### config.mk
export PLATFORM = sky130hd
export DESIGN_NAME = fwp_flash_write_protect_regs
export DESIGN_NICKNAME = d
export VERILOG_FILES = /design/src/fwp_pkg.sv /design/src/fwp_flash_write_protect_regs.sv
export SDC_FILE = /design/constraint.sdc
export NUM_CORES = 1
export LEC_CHECK = 0
export ABC_AREA = 1
export BUFFER_PORTS_ARGS = -buffer_cell sky130_fd_sc_hd__buf_4
export CORE_MARGIN = 2
export CORE_UTILIZATION = 65
export DETAILED_ROUTE_END_ITERATION = 8
export GPL_ROUTABILITY_DRIVEN = 0
export PLACE_DENSITY = 0.85
export SLEW_MARGIN = 0
export SYNTH_ARGS = -nofsm -noshare
export SYNTH_HDL_FRONTEND = slang
export SYNTH_SLANG_ARGS = --single-unit
### constraint.sdc
create_clock -name REF_CLK -period 8.42 [get_ports REF_CLK]
set_input_delay 0.421 -clock REF_CLK [delete_from_list [all_inputs] [get_ports REF_CLK]]
set_output_delay 0.421 -clock REF_CLK [all_outputs]
set_load 0.02 [all_outputs]
### src/fwp_pkg.sv
package fwp_pkg;

  // opcodes
  localparam logic [7:0] OPC_SET_LATCH    = 8'h06;
  localparam logic [7:0] OPC_CLEAR_LATCH  = 8'h04;
  localparam logic [7:0] OPC_STATUS_WRITE = 8'h01;
  localparam logic [7:0] OPC_FUNC_WRITE   = 8'h42;
  localparam logic [7:0] OPC_STATUS_READ  = 8'h05;
  localparam logic [7:0] OPC_FUNC_READ    = 8'h48;
  localparam logic [7:0] OPC_PARAM_SET    = 8'hC0;
  localparam logic [7:0] OPC_PARAM_READ   = 8'h61;
  localparam logic [7:0] OPC_PAGE_PROG    = 8'h02;
  localparam logic [7:0] OPC_QPROG_A      = 8'h32;
  localparam logic [7:0] OPC_QPROG_B      = 8'h38;
  localparam logic [7:0] OPC_SECT_ERASE_A = 8'hD7;
  localparam logic [7:0] OPC_SECT_ERASE_B = 8'h20;
  localparam logic [7:0] OPC_HALF_ERASE   = 8'h52;
  localparam logic [7:0] OPC_FULL_ERASE   = 8'hD8;
  localparam logic [7:0] OPC_CHIP_ERASE_A = 8'hC7;
  localparam logic [7:0] OPC_CHIP_ERASE_B = 8'h60;
  localparam logic [7:0] OPC_IR_ERASE     = 8'h64;
  localparam logic [7:0] OPC_IR_PROG      = 8'h62;
  localparam logic [7:0] OPC_SUSPEND      = 8'h75;
  localparam logic [7:0] OPC_RESUME       = 8'h7A;

  // frame lengths in bits
  localparam logic [5:0] LEN_OPC  = 6'd8;
  localparam logic [5:0] LEN_DATA = 6'd16;
  localparam logic [5:0] LEN_ADDR = 6'd32;
  localparam logic [5:0] LEN_PROG = 6'd40;

  // status register fields
  localparam int ST_WRITE_IN_PROGRESS    = 0;
  localparam int ST_WRITE_ENABLE_LATCH   = 1;
  localparam int ST_BP_LO                = 2;
  localparam int ST_QUAD_ENABLE          = 6;
  localparam int ST_STATUS_WRITE_DISABLE = 7;
  // function register fields
  localparam int FN_TOP_BOTTOM_SELECT    = 1;
  localparam int FN_PROGRAM_SUSPENDED    = 2;
  localparam int FN_ERASE_SUSPENDED      = 3;
  localparam int FN_INFO_ROW_LOCK_LO     = 4;

  localparam logic [7:0] STATUS_RESET = 8'h00;
  localparam logic [7:0] FUNC_RESET   = 8'h00;
  localparam logic [7:0] PARAM_RESET  = 8'hE0;

  localparam int BLOCK_MSB = 22;
  localparam int BLOCK_LSB = 16;
  localparam int IR_SEL_MSB = 13;
  localparam int IR_SEL_LSB = 12;
  localparam logic [7:0] NUM_BLOCKS = 8'h80;

  typedef enum logic [2:0] {
    ARR_NONE,
    ARR_PROGRAM,
    ARR_SECTOR_ERASE,
    ARR_HALF_ERASE,
    ARR_FULL_ERASE,
    ARR_CHIP_ERASE,
    ARR_IR_PROGRAM,
    ARR_IR_ERASE
  } fwp_arr_op_t;

  typedef struct packed {
    fwp_arr_op_t op;
    logic [23:0] addr;
  } fwp_req_t;

endpackage

### src/fwp_flash_write_protect_regs.sv
`timescale 1ns/1ps
// Functional notes
// - set-latch command sets the write latch
// - latch zero ignores gated write commands
// - read-parameter set needs no latch
// - page program opcodes need the latch
// - sector and block erase need the latch
// - clear-latch command clears the latch
// - latch clears when any write completes
// - no program/erase inside protected area
// - protection level decodes to block range
// - chip erase only with level zero
// - disable bit plus low pin locks status
// - status writable if bit zero or pin high
// - quad bit selects pin roles
// - function register bit layout, reset zero
// - one-time bits return to zero only on reset
// - program suspend flag set and cleared
// - erase suspend flag set and cleared
// - locked info row refuses program
// - status write clears the latch
// - status register bit layout, reset zero
// - busy bit high while operation runs
module fwp_flash_write_protect_regs
  import fwp_pkg::*;
(
  input  wire logic     REF_CLK,
  input  wire logic     RSTN,
  input  wire logic     SCK,
  input  wire logic     CE_N,
  input  wire logic     SI,
  input  wire logic     WP_N,
  input  wire logic     ARRAY_DONE,
  output logic          SO,
  output logic          SO_OE,
  output logic          ARRAY_START,
  output logic          ARRAY_SUSPEND,
  output logic          ARRAY_RESUME,
  output fwp_req_t      ARRAY_REQ,
  output logic          QUAD_DATA_MODE,
  output logic [7:0]    READ_PARAM
);

  function automatic logic fwp_is_protected(input logic [3:0] level,
                                            input logic       bottom,
                                            input logic [6:0] blk);
    logic [7:0] span;
    span = 8'h00;
    if (level == 4'h0)
      return 1'b0;
    if (level[3])
      return 1'b1;
    span = 8'h01 << (level[2:0] - 3'h1);
    if (bottom)
      return {1'b0, blk} < span;
    return {1'b0, blk} >= (NUM_BLOCKS - span);
  endfunction

  function automatic logic fwp_op_is_prog(input fwp_arr_op_t op);
    return (op == ARR_PROGRAM) || (op == ARR_IR_PROGRAM);
  endfunction

  ////////////////////////////////////////////////////////////////////////////
  // pin synchronisers

  logic [2:0] sck_sync_reg;
  logic [2:0] ce_sync_reg;
  logic [1:0] si_sync_reg;
  logic [1:0] wp_sync_reg;

  always_ff @(posedge REF_CLK or negedge RSTN)
  begin
    if (!RSTN)
    begin
      sck_sync_reg <= 3'h0;
      ce_sync_reg  <= 3'h7;
      si_sync_reg  <= 2'h0;
      wp_sync_reg  <= 2'h3;
    end
    else
    begin
      sck_sync_reg <= {sck_sync_reg[1:0], SCK};
      ce_sync_reg  <= {ce_sync_reg[1:0], CE_N};
      si_sync_reg  <= {si_sync_reg[0], SI};
      wp_sync_reg  <= {wp_sync_reg[0], WP_N};
    end
  end

  logic sel;
  logic sck_rise;
  logic sck_fall;
  logic frame_end;
  logic frame_start;
  logic wp_high;

  assign sel         = ~ce_sync_reg[1];
  assign sck_rise    = sel & sck_sync_reg[1] & ~sck_sync_reg[2];
  assign sck_fall    = sel & ~sck_sync_reg[1] & sck_sync_reg[2];
  assign frame_end   = ce_sync_reg[1] & ~ce_sync_reg[2];
  assign frame_start = ~ce_sync_reg[1] & ce_sync_reg[2];
  assign wp_high     = wp_sync_reg[1];

  ////////////////////////////////////////////////////////////////////////////
  // frame capture

  logic [5:0]  bit_cnt_reg;
  logic [31:0] shift_reg;
  logic [31:0] shift_next;
  logic [7:0]  opc_reg;
  logic [7:0]  data_reg;
  logic [23:0] addr_reg;

  assign shift_next = {shift_reg[30:0], si_sync_reg[1]};

  always_ff @(posedge REF_CLK or negedge RSTN)
  begin
    if (!RSTN)
    begin
      bit_cnt_reg <= 6'h00;
      shift_reg   <= 32'h0000_0000;
      opc_reg     <= 8'h00;
      data_reg    <= 8'h00;
      addr_reg    <= 24'h00_0000;
    end
    else if (frame_start)
    begin
      bit_cnt_reg <= 6'h00;
      opc_reg     <= 8'h00;
    end
    else if (sck_rise)
    begin
      shift_reg <= shift_next;
      if (bit_cnt_reg != 6'h3F)
        bit_cnt_reg <= bit_cnt_reg + 6'h01;
      if (bit_cnt_reg == LEN_OPC - 6'h01)
        opc_reg <= shift_next[7:0];
      if (bit_cnt_reg == LEN_DATA - 6'h01)
        data_reg <= shift_next[7:0];
      if (bit_cnt_reg == LEN_ADDR - 6'h01)
        addr_reg <= shift_next[23:0];
    end
  end

  ////////////////////////////////////////////////////////////////////////////
  // register state

  logic        write_enable_latch_reg;
  logic        write_in_progress_reg;
  logic        status_write_disable_reg;
  logic        quad_enable_reg;
  logic [3:0]  bp_reg;
  logic [3:0]  info_row_lock_reg;
  logic        erase_suspended_flag_reg;
  logic        program_suspended_flag_reg;
  logic        top_bottom_select_reg;
  logic [7:0]  status_byte;
  logic [7:0]  func_byte;

  assign status_byte = {status_write_disable_reg, quad_enable_reg, bp_reg,
                        write_enable_latch_reg, write_in_progress_reg};
  assign func_byte   = {info_row_lock_reg, erase_suspended_flag_reg,
                        program_suspended_flag_reg, top_bottom_select_reg,
                        1'b0};

  ////////////////////////////////////////////////////////////////////////////
  // command decode at frame end

  logic        wr_ok;
  logic        blk_prot;
  logic        suspended;
  fwp_arr_op_t start_op;
  logic        start_ok;
  logic        sr_write;
  logic        fr_write;
  logic        suspend_ok;
  logic        resume_ok;

  assign suspended = program_suspended_flag_reg | erase_suspended_flag_reg;
  assign wr_ok     = write_enable_latch_reg & ~write_in_progress_reg;
  assign blk_prot  = fwp_is_protected(bp_reg, top_bottom_select_reg,
                                      addr_reg[BLOCK_MSB:BLOCK_LSB]);

  always_comb
  begin
    start_op = ARR_NONE;
    case (opc_reg)
      OPC_PAGE_PROG, OPC_QPROG_A, OPC_QPROG_B:
        if (bit_cnt_reg >= LEN_PROG && !blk_prot)
          start_op = ARR_PROGRAM;
      OPC_SECT_ERASE_A, OPC_SECT_ERASE_B:
        if (bit_cnt_reg == LEN_ADDR && !blk_prot)
          start_op = ARR_SECTOR_ERASE;
      OPC_HALF_ERASE:
        if (bit_cnt_reg == LEN_ADDR && !blk_prot)
          start_op = ARR_HALF_ERASE;
      OPC_FULL_ERASE:
        if (bit_cnt_reg == LEN_ADDR && !blk_prot)
          start_op = ARR_FULL_ERASE;
      OPC_CHIP_ERASE_A, OPC_CHIP_ERASE_B:
        if (bit_cnt_reg == LEN_OPC && bp_reg == 4'h0)
          start_op = ARR_CHIP_ERASE;
      OPC_IR_PROG:
        if (bit_cnt_reg >= LEN_PROG
            && !info_row_lock_reg[addr_reg[IR_SEL_MSB:IR_SEL_LSB]])
          start_op = ARR_IR_PROGRAM;
      OPC_IR_ERASE:
        if (bit_cnt_reg == LEN_ADDR)
          start_op = ARR_IR_ERASE;
      default:
        start_op = ARR_NONE;
    endcase
  end

  assign start_ok   = frame_end & wr_ok & ~suspended & (start_op != ARR_NONE);
  assign sr_write   = frame_end & wr_ok & (opc_reg == OPC_STATUS_WRITE)
                      & (bit_cnt_reg >= LEN_DATA)
                      & (~status_write_disable_reg | wp_high);
  assign fr_write   = frame_end & wr_ok & (opc_reg == OPC_FUNC_WRITE)
                      & (bit_cnt_reg >= LEN_DATA);
  assign suspend_ok = frame_end & write_in_progress_reg & (opc_reg == OPC_SUSPEND)
                      & (bit_cnt_reg == LEN_OPC);
  assign resume_ok  = frame_end & ~write_in_progress_reg & suspended
                      & (opc_reg == OPC_RESUME)
                      & (bit_cnt_reg == LEN_OPC);

  ////////////////////////////////////////////////////////////////////////////
  // write latch and busy

  always_ff @(posedge REF_CLK or negedge RSTN)
  begin
    if (!RSTN)
      write_enable_latch_reg <= 1'b0;
    else if (write_in_progress_reg && ARRAY_DONE)
      write_enable_latch_reg <= 1'b0;
    else if (sr_write || fr_write)
      write_enable_latch_reg <= 1'b0;
    else if (frame_end && bit_cnt_reg == LEN_OPC && opc_reg == OPC_SET_LATCH)
      write_enable_latch_reg <= 1'b1;
    else if (frame_end && bit_cnt_reg == LEN_OPC && opc_reg == OPC_CLEAR_LATCH)
      write_enable_latch_reg <= 1'b0;
  end

  always_ff @(posedge REF_CLK or negedge RSTN)
  begin
    if (!RSTN)
    begin
      write_in_progress_reg <= 1'b0;
      ARRAY_START   <= 1'b0;
      ARRAY_SUSPEND <= 1'b0;
      ARRAY_RESUME  <= 1'b0;
      ARRAY_REQ     <= '{op: ARR_NONE, addr: 24'h00_0000};
    end
    else
    begin
      ARRAY_START   <= start_ok;
      ARRAY_SUSPEND <= suspend_ok;
      ARRAY_RESUME  <= resume_ok;
      if (start_ok)
      begin
        write_in_progress_reg <= 1'b1;
        ARRAY_REQ             <= '{op: start_op, addr: addr_reg};
      end
      else if (resume_ok)
        write_in_progress_reg <= 1'b1;
      else if (suspend_ok || ARRAY_DONE)
        write_in_progress_reg <= 1'b0;
    end
  end

  ////////////////////////////////////////////////////////////////////////////
  // status register

  always_ff @(posedge REF_CLK or negedge RSTN)
  begin
    if (!RSTN)
    begin
      status_write_disable_reg <= STATUS_RESET[ST_STATUS_WRITE_DISABLE];
      quad_enable_reg          <= STATUS_RESET[ST_QUAD_ENABLE];
      bp_reg                   <= STATUS_RESET[ST_BP_LO +: 4];
    end
    else if (sr_write)
    begin
      status_write_disable_reg <= data_reg[ST_STATUS_WRITE_DISABLE];
      quad_enable_reg          <= data_reg[ST_QUAD_ENABLE];
      bp_reg                   <= data_reg[ST_BP_LO +: 4];
    end
  end

  always_ff @(posedge REF_CLK or negedge RSTN)
  begin
    if (!RSTN)
      QUAD_DATA_MODE <= STATUS_RESET[ST_QUAD_ENABLE];
    else
      QUAD_DATA_MODE <= quad_enable_reg;
  end

  ////////////////////////////////////////////////////////////////////////////
  // function register

  always_ff @(posedge REF_CLK or negedge RSTN)
  begin
    if (!RSTN)
    begin
      top_bottom_select_reg <= FUNC_RESET[FN_TOP_BOTTOM_SELECT];
      info_row_lock_reg     <= FUNC_RESET[FN_INFO_ROW_LOCK_LO +: 4];
    end
    else if (fr_write)
    begin
      top_bottom_select_reg <= top_bottom_select_reg
                               | data_reg[FN_TOP_BOTTOM_SELECT];
      info_row_lock_reg     <= info_row_lock_reg
                               | data_reg[FN_INFO_ROW_LOCK_LO +: 4];
    end
  end

  always_ff @(posedge REF_CLK or negedge RSTN)
  begin
    if (!RSTN)
    begin
      program_suspended_flag_reg <= FUNC_RESET[FN_PROGRAM_SUSPENDED];
      erase_suspended_flag_reg   <= FUNC_RESET[FN_ERASE_SUSPENDED];
    end
    else if (suspend_ok)
    begin
      if (fwp_op_is_prog(ARRAY_REQ.op))
        program_suspended_flag_reg <= 1'b1;
      else
        erase_suspended_flag_reg <= 1'b1;
    end
    else if (resume_ok)
    begin
      program_suspended_flag_reg <= 1'b0;
      erase_suspended_flag_reg   <= 1'b0;
    end
  end

  ////////////////////////////////////////////////////////////////////////////
  // read parameters

  always_ff @(posedge REF_CLK or negedge RSTN)
  begin
    if (!RSTN)
      READ_PARAM <= PARAM_RESET;
    else if (frame_end && opc_reg == OPC_PARAM_SET && bit_cnt_reg >= LEN_DATA)
      READ_PARAM <= data_reg;
  end

  ////////////////////////////////////////////////////////////////////////////
  // register readout, same byte repeats until deselect

  logic [7:0] out_shift_reg;
  logic       rd_active_reg;
  logic [7:0] rd_byte;
  logic       rd_hit;

  always_comb
  begin
    rd_byte = 8'h00;
    rd_hit  = 1'b1;
    case (shift_next[7:0])
      OPC_STATUS_READ: rd_byte = status_byte;
      OPC_FUNC_READ:   rd_byte = func_byte;
      OPC_PARAM_READ:  rd_byte = READ_PARAM;
      default:         rd_hit  = 1'b0;
    endcase
  end

  always_ff @(posedge REF_CLK or negedge RSTN)
  begin
    if (!RSTN)
    begin
      out_shift_reg <= 8'h00;
      rd_active_reg <= 1'b0;
      SO            <= 1'b0;
      SO_OE         <= 1'b0;
    end
    else if (!sel)
    begin
      rd_active_reg <= 1'b0;
      SO_OE         <= 1'b0;
    end
    else if (sck_rise && bit_cnt_reg == LEN_OPC - 6'h01)
    begin
      out_shift_reg <= rd_byte;
      rd_active_reg <= rd_hit;
    end
    else if (sck_fall && rd_active_reg)
    begin
      SO            <= out_shift_reg[7];
      SO_OE         <= 1'b1;
      out_shift_reg <= {out_shift_reg[6:0], out_shift_reg[7]};
    end
  end

endmodule

==> flow_metrics.tcl <==
set metrics [dict create \
    drc 0 \
    synth_top_area_frac 0.501 \
    period_needed_ns 3.55 \
    grt_max_degree 87 \
    postLayoutCellArea_um2 7820 \
    core-area_um2 10200 \
    wl_met3_mm 1.42 \
    max_clock_freq_mhz 282 \
    port_buffers 47 \
    status "finished clean" \
    die_area_um2 11300 \
    viasPerCell 5.99 \
    leakage_uw 0.00385 \
    hold_viol 0 \
    yosysWarnings 0 \
    layout-drive-gt1-share 0.149 \
    finalSetupTns_ns 0 \
    totalWireLength_mm 16.9 \
    min_to "write_enable_latch_reg" \
    dr_wl_met2_mm 8.11 \
    avgSynthCellArea_um2 8.59 \
    r2r_cells 20 \
    slew_headroom 0.232 \
    cp.arrival_ns 3.96 \
    rows 37 \
    start_util 0.664 \
    max_stage_delay_ns 0.58 \
    drt_first_iter_violations 757 \
    htree_levels 4 \
    cts_root_buf "clkbuf_8" \
    layout_setup_ws_ns 4.87 \
    final_antenna_net_count 0 \
    ir_drop_mv 0.147 \
    reg2reg_slack_ns 4.87 \
    vias 5890 \
    synth.most_common_cell "nand2_1" \
    yosys.area.top_type "dfrtp_1" \
    r2r_start "bp_reg[0]" \
    grt_pass1_vias 5661 \
    cts_tree "yes" \
    numCtsBuffers 17 \
    min_period_over_period 0.421 \
    netlist_area_um2 6790 \
    antenna_found_initial 0 \
    cts.sinks 144 \
    slowest_stage "nand2_1" \
    chipWidth_um 106 \
    async_flop_share 1.00 \
    n_antenna_cell 0 \
    cts_setup_buffers 0 \
    die_h_um 106 \
    fin_skew_ns 0.00626 \
    worstHoldStart "ARRAY_DONE" \
    grt_pass1_wl_mm 27.8 \
    syn_inst 791 \
    placed_area_um2 7180 \
    hpwl_mm 11.2 \
    cp_max_fo 30 \
    num-fill-cells 671 \
    gr-usage-all-layers 0.319 \
    crit_type "reg2reg" \
    synthFlopType "dfrtp_1" \
    rsz0062_at_grt "no" \
    start_kind "flop" \
    syn_to_final_growth_pct 15.1 \
    ys_seq_elements 144 \
    largest_register_ffs 27 \
    synth.distinct_cells 43 \
    p_per_area_nw_per_um2 194 \
    firstDrtPassIters 6 \
    ioPinCount 48 \
    crit_required_ns 8.84 \
    setup_viol 0 \
    yosysSeqAreaShare 0.532 \
    end_kind "flop" \
    synth_top_cells_by_count "194 x nand2_1, 136 x dfrtp_1, 97 x inv_1" \
    top_layer "met4" \
    clockBufferDepth 2 \
    worstMarginPinSlew_ns 1.14 \
    critPathMostFrequentCell "nand2_1" \
    wl_met1_mm 6.84 \
    clk_latency_ns 0.53 \
    wl_per_cell_um 17.2 \
    synth_edf_count 0 \
    nets 859 \
    hold_path_class "in2reg" \
    synth_fp_nets 814 \
    crit_chain "inv_1 > nor3_1 > inv_1 > ha_1 > xor2_1 > ha_1 > nand2_1 > nor2_1 > nor2_1 > nand2_1 > nand2_1 > nand2_1 > nand2_1 > nand3_2 > nand2_2 > nand3_2 > nand2_2 > nand2_1 > nand4_1 > nand2_1" \
    reg2reg_to "ARRAY_REQ[7]" \
    clkSlewWorstSetupHoldPaths_ns 0.06 \
    min_delay_path_depth 4 \
    max_cap_violations 0 \
    dp_slack_ns 4.91 \
    netlist_top_cells_area "dfrtp_1 50%, nand2_1 11%, o21ai_0 7.0%" \
    grt-ovfl-total 0 \
    slew_violations 0 \
]
placed cells by master (no fill, tap or decap), types with 3 or more instances in the layout:
master         Yosys  layout
o21ai_0           95      95
dlygate4sd3_1      0       5
dfrtp_1          136     136
inv_6              0       3
buf_4              4      49
nand3_1           52      52
nor2_2             4       5
o211ai_1           4       4
clkbuf_16          0      16
a21oi_1            8       8
nand2_2            9       9
bufinv_16          0       3
o22ai_1            9       9
nor2_1            35      34
nand3_2            3       3
o221ai_1           4       4
nor2_4             3       3
inv_1             97      97
inv_2              9       9
ha_1              16      16
nand4_1           37      37
nor3_2             3       3
clkinvlp_4         0       3
nand2_1          194     194
nor3_1            15      15
dfstp_2            8       8
cell type report:
| type | count | area, um2 | area share |
|---|---|---|---|
| Timing Repair Buffer | 55 | 429 | 0.0549 |
| Inverter | 107 | 402 | 0.0514 |
| Tap cell | 136 | 170 | 0.0218 |
| Clock inverter | 12 | 158 | 0.0202 |
| Multi-Input combinational cell | 511 | 2610 | 0.334 |
| Clock buffer | 19 | 432 | 0.0552 |
| Sequential cell | 144 | 3610 | 0.462 |
stage by stage:
step	utilization	std cells	hold slack, ns	power (uW)
floorplan	-	791	0.125	743
global route	0.764	984	0.313	1560
global placement	0.702	948	0.332	770
finish	0.764	984	0.302	1520
CTS	0.764	984	0.279	1520
detailed placement	0.702	948	0.336	773
how the worst max path moves through the flow:
stage               slack [ns]                     to  depth (start not counted)       from
finish                    4.87           ARRAY_REQ[7]                         20  bp_reg[0]
global placement          5.13          ARRAY_REQ[24]                         20  bp_reg[0]
detailed placement        4.91          ARRAY_REQ[25]                         20  bp_reg[0]
CTS                       4.87  write_in_progress_reg                         19  bp_reg[0]
global route              4.48           ARRAY_REQ[6]                         20  bp_reg[0]
floorplan                 5.77          ARRAY_REQ[10]                         22  bp_reg[2]
routing by layer:
metal,vias up,track usage
met5,-,0
met4,0,0.133
met3,54,0.0877
met2,305,0.505
met1,2845,0.418
li1,2686,-
repair_timing:
item / CTS / global route
endpoints found under the hold margin: 62 / 0
hold buffers: 5 / 0
resized for setup: 0 / 0
report_power, final:
| part | switching [uW] | internal, uW |
|---|---|---|
| combinational | 41.4 | 11.5 |
| sequential | 7.52 | 703 |
| clock | 297 | 460 |
logic make-up (layout without fill, tap and decap cells):
kind of cell / Yosys count / count (layout) / synth area share
adders and majority gates: 16 / 16 / 0.0295
AOI/OAI and AO/OA: 130 / 130 / 0.106
xor gates and xnor gates: 1 / 1 / 0.00129
muxes: 1 / 1 / 0.00166
buffers and inverters: 136 / 193 / 0.0838
and+or+nand+nor: 363 / 363 / 0.246
DFF: 144 / 144 / 0.532
critical path: cells and delay by family (launching register included):
| kind | cells | cell delay, ns |
|---|---|---|
| xor+xnor | 1 | 0.17 |
| buf+inv | 2 | 0.21 |
| simple gates | 15 | 2.05 |
| fa+ha+maj | 2 | 0.52 |
| flops | 1 | 0.47 |
Note: power is estimated with default switching activity, not from simulation.
